--- src/rtl/meip_pkg.sv ---
// Package for the microphone event signalling block: offsets, fields, resets.
// Assumes a 32-bit Avalon-MM slave with byte addresses.
package meip_pkg;

    localparam int ADDR_W = 12;
    localparam logic [11:0] OFF_BCAST_CFG = 12'h188;
    localparam logic [11:0] OFF_IRQ_ENABLE = 12'h300;
    localparam logic [11:0] OFF_IRQ_ENABLE_SET = 12'h304;
    localparam logic [11:0] OFF_IRQ_ENABLE_CLEAR = 12'h308;
    localparam logic [11:0] OFF_EVENT_FLAGS = 12'h310;
    localparam logic [11:0] OFF_EVENT_CLEAR = 12'h314;

    // Field layout of the broadcast configuration.
    localparam int CHANNEL_INDEX_LSB = 0;
    localparam int CHANNEL_INDEX_W = 16;
    localparam int BCAST_EN_BIT = 31;

    // Event bit positions, shared by enable, flag and clear registers.
    localparam int EV_STARTED = 0;
    localparam int EV_STOPPED = 1;
    localparam int EV_END = 2;
    localparam int EV_W = 3;

    localparam logic [15:0] CHANNEL_INDEX_RST = 16'h0000;
    localparam logic BCAST_EN_RST = 1'b0;
    localparam logic [2:0] IRQ_EN_RST = 3'h0;
    localparam logic [2:0] FLAGS_RST = 3'h0;

    typedef enum logic [0:0] {
        MEIP_IDLE = 1'b0,
        MEIP_ACK = 1'b1
    } meip_bus_t;

endpackage

--- src/rtl/meip_event_irq.sv ---
// Event flags, interrupt enables and end-event broadcast for the microphone block.
// Assumes Avalon-MM master holds each request until waitrequest is seen low,
// and that the sampling engine gives one-cycle event pulses on i_mclk.
module meip_event_irq
    import meip_pkg::*;
(
    input wire logic i_mclk,
    input wire logic i_srst,
    input wire logic [11:0] i_avs_address,
    input wire logic i_avs_read,
    input wire logic i_avs_write,
    input wire logic [31:0] i_avs_writedata,
    input wire logic [3:0] i_avs_byteenable,
    output logic [31:0] o_avs_readdata,
    output logic o_avs_waitrequest,
    input wire logic i_transfer_started,
    input wire logic i_transfer_stopped,
    input wire logic i_transfer_end,
    output logic o_irq,
    output logic o_bcast_pulse,
    output logic [15:0] o_bcast_channel
);

    // ----------------------------------------------------------------
    // Bus handshake
    // ----------------------------------------------------------------
    // Every access takes one wait cycle, so read data is registered; write decode is combinational.
    meip_bus_t bus_q;
    logic req;
    logic wr_acc;
    logic [31:0] wdata;

    assign req = i_avs_read | i_avs_write;
    assign o_avs_waitrequest = req & (bus_q == MEIP_IDLE);
    assign wr_acc = i_avs_write & (bus_q == MEIP_ACK);

    function automatic logic [31:0] lane_mask(input logic [3:0] be);
        lane_mask = {{8{be[3]}}, {8{be[2]}}, {8{be[1]}}, {8{be[0]}}};
    endfunction

    assign wdata = i_avs_writedata & lane_mask(i_avs_byteenable);

    always_ff @(posedge i_mclk) begin
        if (i_srst) begin
            bus_q <= MEIP_IDLE;
        end else begin
            unique case (bus_q)
                MEIP_IDLE: begin
                    if (req) begin
                        bus_q <= MEIP_ACK;
                    end
                end
                MEIP_ACK: begin
                    bus_q <= MEIP_IDLE;
                end
            endcase
        end
    end

    // ----------------------------------------------------------------
    // Broadcast configuration
    // ----------------------------------------------------------------
    logic [15:0] channel_index_q;
    logic bcast_en_q;

    always_ff @(posedge i_mclk) begin
        if (i_srst) begin
            channel_index_q <= CHANNEL_INDEX_RST;
            bcast_en_q <= BCAST_EN_RST;
        end else if (wr_acc && i_avs_address == OFF_BCAST_CFG) begin
            if (i_avs_byteenable[0]) begin
                channel_index_q[7:0] <= i_avs_writedata[7:0];
            end
            if (i_avs_byteenable[1]) begin
                channel_index_q[15:8] <= i_avs_writedata[15:8];
            end
            if (i_avs_byteenable[3]) begin
                bcast_en_q <= i_avs_writedata[BCAST_EN_BIT];
            end
        end
    end

    // The channel output is registered so it never glitches with the pulse.
    logic bcast_pulse_q;

    always_ff @(posedge i_mclk) begin
        if (i_srst) begin
            bcast_pulse_q <= 1'b0;
        end else begin
            bcast_pulse_q <= i_transfer_end & bcast_en_q;
        end
    end

    assign o_bcast_pulse = bcast_pulse_q;
    assign o_bcast_channel = channel_index_q;

    // ----------------------------------------------------------------
    // Interrupt enables
    // ----------------------------------------------------------------
    logic [2:0] irq_en_q;

    always_ff @(posedge i_mclk) begin
        if (i_srst) begin
            irq_en_q <= IRQ_EN_RST;
        end else if (wr_acc && i_avs_byteenable[0]) begin
            unique case (i_avs_address)
                OFF_IRQ_ENABLE: irq_en_q <= i_avs_writedata[EV_W-1:0];
                // Only ones act on the aliases; zeros keep the stored enables.
                OFF_IRQ_ENABLE_SET: irq_en_q <= irq_en_q | wdata[EV_W-1:0];
                OFF_IRQ_ENABLE_CLEAR: irq_en_q <= irq_en_q & ~wdata[EV_W-1:0];
                default: irq_en_q <= irq_en_q;
            endcase
        end
    end

    // ----------------------------------------------------------------
    // Event flags
    // ----------------------------------------------------------------
    logic [2:0] flags_q;
    logic [2:0] ev_in;
    logic [2:0] ev_clr;

    assign ev_in[EV_STARTED] = i_transfer_started;
    assign ev_in[EV_STOPPED] = i_transfer_stopped;
    assign ev_in[EV_END] = i_transfer_end;
    assign ev_clr = (wr_acc && i_avs_address == OFF_EVENT_CLEAR) ? wdata[EV_W-1:0] : 3'h0;

    // A new event in the clearing cycle wins, so no event is lost.
    always_ff @(posedge i_mclk) begin
        if (i_srst) begin
            flags_q <= FLAGS_RST;
        end else begin
            flags_q <= (flags_q & ~ev_clr) | ev_in;
        end
    end

    assign o_irq = |(flags_q & irq_en_q);

    // ----------------------------------------------------------------
    // Read data
    // ----------------------------------------------------------------
    logic [31:0] rdata_q;
    logic [31:0] rdata_d;

    always_comb begin
        rdata_d = 32'h0000_0000;
        unique case (i_avs_address)
            OFF_BCAST_CFG: begin
                rdata_d[CHANNEL_INDEX_W-1:0] = channel_index_q;
                rdata_d[BCAST_EN_BIT] = bcast_en_q;
            end
            OFF_IRQ_ENABLE, OFF_IRQ_ENABLE_SET, OFF_IRQ_ENABLE_CLEAR: begin
                rdata_d[EV_W-1:0] = irq_en_q;
            end
            OFF_EVENT_FLAGS: rdata_d[EV_W-1:0] = flags_q;
            default: rdata_d = 32'h0000_0000;
        endcase
    end

    always_ff @(posedge i_mclk) begin
        if (i_srst) begin
            rdata_q <= 32'h0000_0000;
        end else if (i_avs_read && bus_q == MEIP_IDLE) begin
            rdata_q <= rdata_d;
        end
    end

    assign o_avs_readdata = rdata_q;

endmodule

--- config.mk ---
export PLATFORM = sky130hd
export DESIGN_NAME = meip_event_irq
export DESIGN_NICKNAME = d
export VERILOG_FILES = /design/src/rtl/meip_pkg.sv /design/src/rtl/meip_event_irq.sv
export SDC_FILE = /design/constraint.sdc
export NUM_CORES = 1
export LEC_CHECK = 0
export BUFFER_PORTS_ARGS = -buffer_cell sky130_fd_sc_hd__clkbuf_2
export CAP_MARGIN = 20
export CORE_ASPECT_RATIO = 1.2
export CORE_UTILIZATION = 49
export DETAILED_ROUTE_END_ITERATION = 8
export PLACE_DENSITY = 0.89
export SLEW_MARGIN = 20
export SYNTH_ARGS = -nofsm -noshare
export SYNTH_HDL_FRONTEND = slang
export SYNTH_SLANG_ARGS = --single-unit
--- constraint.sdc ---
create_clock -name i_mclk -period 4.4 [get_ports i_mclk]
set_input_delay 0.66 -clock i_mclk [delete_from_list [all_inputs] [get_ports i_mclk]]
set_output_delay 0.66 -clock i_mclk [all_outputs]
set_load 0.02 [all_outputs]
==> results.cfg <==
[route]
drc = 0
route.vias.total = 2057
drt_iter0_markers = 122
drt_pass1_iterations = 4
route.detailed.wl_per_inst_microns = 13.3
drtAntennaViolNets = 0
post_drt_via_cell_ratio = 5.54
wl_mm = 4.95

[pwr]
clockPowerShare_pct = 35.4
p_int_mw = 0.540
pwr-share-seq_pct = 52.8
net-switching-power_mw = 0.194
power_mw = 0.733
pwr-share-comb_pct = 11.7
switching_share_pct = 26.4
vdd.ir_drop.worst_v = 0.000215
static-leakage-power_nw = 1.03
areal_power_density_over_the_cells_nw_per_um2 = 288

[die]
floorplan.initialDensity_pct = 52.7
chipHeight_microns = 74.1
die_width_microns = 62.1
std_cell_rows = 25
boundaryPins = 106
core_region_area_sq_um = 4040
dieArea_sq_um = 4600

[clock_network]
post-cts-setup-buffer-count = 0
clock_sinks = 42
tritoncts = built
clk-insertion-delay-late_ns = 0.29
number_of_buffers_inserted_during_clock_tree_synthesis = 5
htree_levels = 2
cts.reportedPaths.clkPinSlew_ns = 0.08
ctsLongestPathBuffers = 2
clockRootBuffer = clkbuf_8
cts_repair_resize_count = 0
cts-hold-fix-buffers = 0

[synth]
postSynth.asyncResetShare_pct = 0
ys_seq_elements = 42
synth_largest_area_cell = dfxtp_1
postSynthAreaPerCell_sq_um = 8.50
post_synth_instance_area_sq_um = 2120
synth_top_area_share_pct = 39.6
synth-seq-area-share_pct = 39.6
yosysWarningCount = 0
synth-main-ff-cell = dfxtp_1
synth_enable_flop_cells = 0
synthesized_instance_count = 250
netlist_top_cells_area = dfxtp_1 40%, a21oi_1 6.1%, nand2b_1 5.9%
post_synth_num_cell_types = 39

[setup_path]
timing.critical_path.from_type = primary input
critPathMaxFanout = 10
regToRegStartpoint = bus_q$_SDFF_PP0_
endpoint_kind = register
setup.worst_path.class = in -> reg
worst_setup_path_startpoint = i_avs_address[4]
worst-endpoint-arrival_ns = 2.36
required_time_reported_for_the_critical_path_endpoint_ns = 4.62

[timing]
slew-limit-headroom_pct = 38.2
final-setup-viol-count = 0
timing.setup.tns_ns = 0
post-route-period-util_pct = 48.6
final.min_clock_period_ns = 2.14
worst-slew-pin-transition_ns = 0.927
final-max-slew-violation-count = 0
rsz0062_at_grt = no
max_freq_mhz = 468
report.final.hold_viol_count = 0
fin_worst_hold_slack_ns = 0.452
clock_skew_ns = 0.00728

[status]
outcome = finished clean

[cells_and_area]
mostFrequentLayoutCell = clkbuf_2
layout-drive-gt1-share_pct = 30.3
flow.area_growth_from_synthesis_pct = 19.7
area_taken_by_multi_input_logic_gates_sq_um = 1140
antennaDiodeCount = 0
num-nets-final = 371
most_used_cells_in_the_layout_excluding_fill_and_tap_cells = 74 x clkbuf_2, 42 x dfxtp_1, 26 x nand2_1, 26 x a21oi_1, 24 x nand3_1
fillerInstances = 353
post-route-util_pct = 63.0
layout.area.seq_sq_um = 841

[placed_design]
io_buffers = 74
routabilityCongestion = 0.910
dp_hpwl_mm = 3.66

[hold_path]
hp-class = reg -> reg
worstHoldStart = o_avs_readdata[3]$_SDFFE_PP0P_

[grt]
grt_start_max_net_pins = 55
global_route.usage.total_pct = 21.2
grt_pass1_wl_mm = 7.78
antenna_violations_before_repair = 0
grt_overflow_total = 0
vias_in_the_first_global_route = 1759

[flow_run]
cap_violations = 0
-- cell families after synthesis --
family / Yosys count / share of synthesized area (%)
other: 1 / 0.177
DFF: 42 / 39.6
buffers and inverters: 36 / 9.42
AOI/OAI and AO/OA: 50 / 15.1
muxes: 9 / 4.24
and+or+nand+nor: 112 / 31.5
-- stage by stage --
step,setup slack [ns],instance area [sq um],instances
2_1_floorplan,2.27,2180,264
3_3_place_gp,2.02,2450,363
3_5_place_dp,1.95,2450,363
4_1_cts,2.26,2540,371
5_1_grt,2.14,2540,371
6_report,2.26,2540,371
-- sequential cells by signal, indices dropped and copies added, names as in the netlist --
| signal | flops |
|---|---|
| o_avs_readdata | 17 |
| irq_en_q | 3 |
| bus_q | 1 |
| flags_q | 3 |
| bcast_en_q | 1 |
| o_bcast_pulse | 1 |
| o_bcast_channel | 16 |
-- power groups by stage --
stage | Combinational, mW | Sequential [mW] | Clock [mW]
3_5_place_dp | 0.0852 | 0.397 | 0
4_1_cts | 0.0855 | 0.387 | 0.264
5_1_grt | 0.0930 | 0.388 | 0.278
6_report | 0.0861 | 0.387 | 0.260
3_3_place_gp | 0.0835 | 0.396 | 0
2_1_floorplan | 0.0621 | 0.397 | 0
-- routing by layer --
layer	vias to the layer above	global-route usage, %	part of all wire (%)
met5	-	0	0
met1	938	24.3	39
met2	102	39.6	52
li1	999	-	-
met3	18	3.22	6.0
met4	0	9.30	2.7
-- area by class of cell --
| type | instances | area share (%) |
|---|---|---|
| multi-input combinational | 186 | 44.7 |
| clock buffer | 6 | 3.25 |
| timing repair buffer | 76 | 15.2 |
| clock inverter | 2 | 0.492 |
| tap | 54 | 2.66 |
| inverter | 5 | 0.738 |
| sequential | 42 | 33.1 |
-- path summary, 6_finish.rpt --
check / end / cells after the start / slack (ns)
worst min-delay path: o_avs_readdata[3]$_SDFFE_PP0P_ / 2 / 0.45
worst min register to register: o_avs_readdata[3]$_SDFFE_PP0P_ / 2 / 0.45
worst max-delay path: o_bcast_channel[14]$_SDFFE_PP0P_ / 5 / 2.26
worst max register to register: o_avs_readdata[2]$_SDFFE_PP0P_ / 5 / 2.53
-- critical path, stage by stage --
cell,delay [ns]
clkbuf_2,0.11
nor4b_4,0.53
and3_1,0.26
and4_1,0.54
mux2i_1,0.25
-- synthesized netlist by cell type (2+ instances only) --
master,count
dfxtp_1,42
a21oi_1,26
nand2_1,26
nand3_1,24
nand2b_1,20
buf_4,16
nand4_1,12
clkbuf_1,11
mux2i_1,9
nor2_1,9
inv_1,5
a21boi_0,4
buf_2,4
a221oi_1,3
a311oi_1,3
a31o_2,3
o21ai_0,3
a211oi_1,2
and3_1,2
nor2b_1,2
nor3b_1,2
nor4_1,2
nor4_4,2
o31ai_1,2
or4_4,2
No activity file was read; power rests on OpenSTA's default activity.
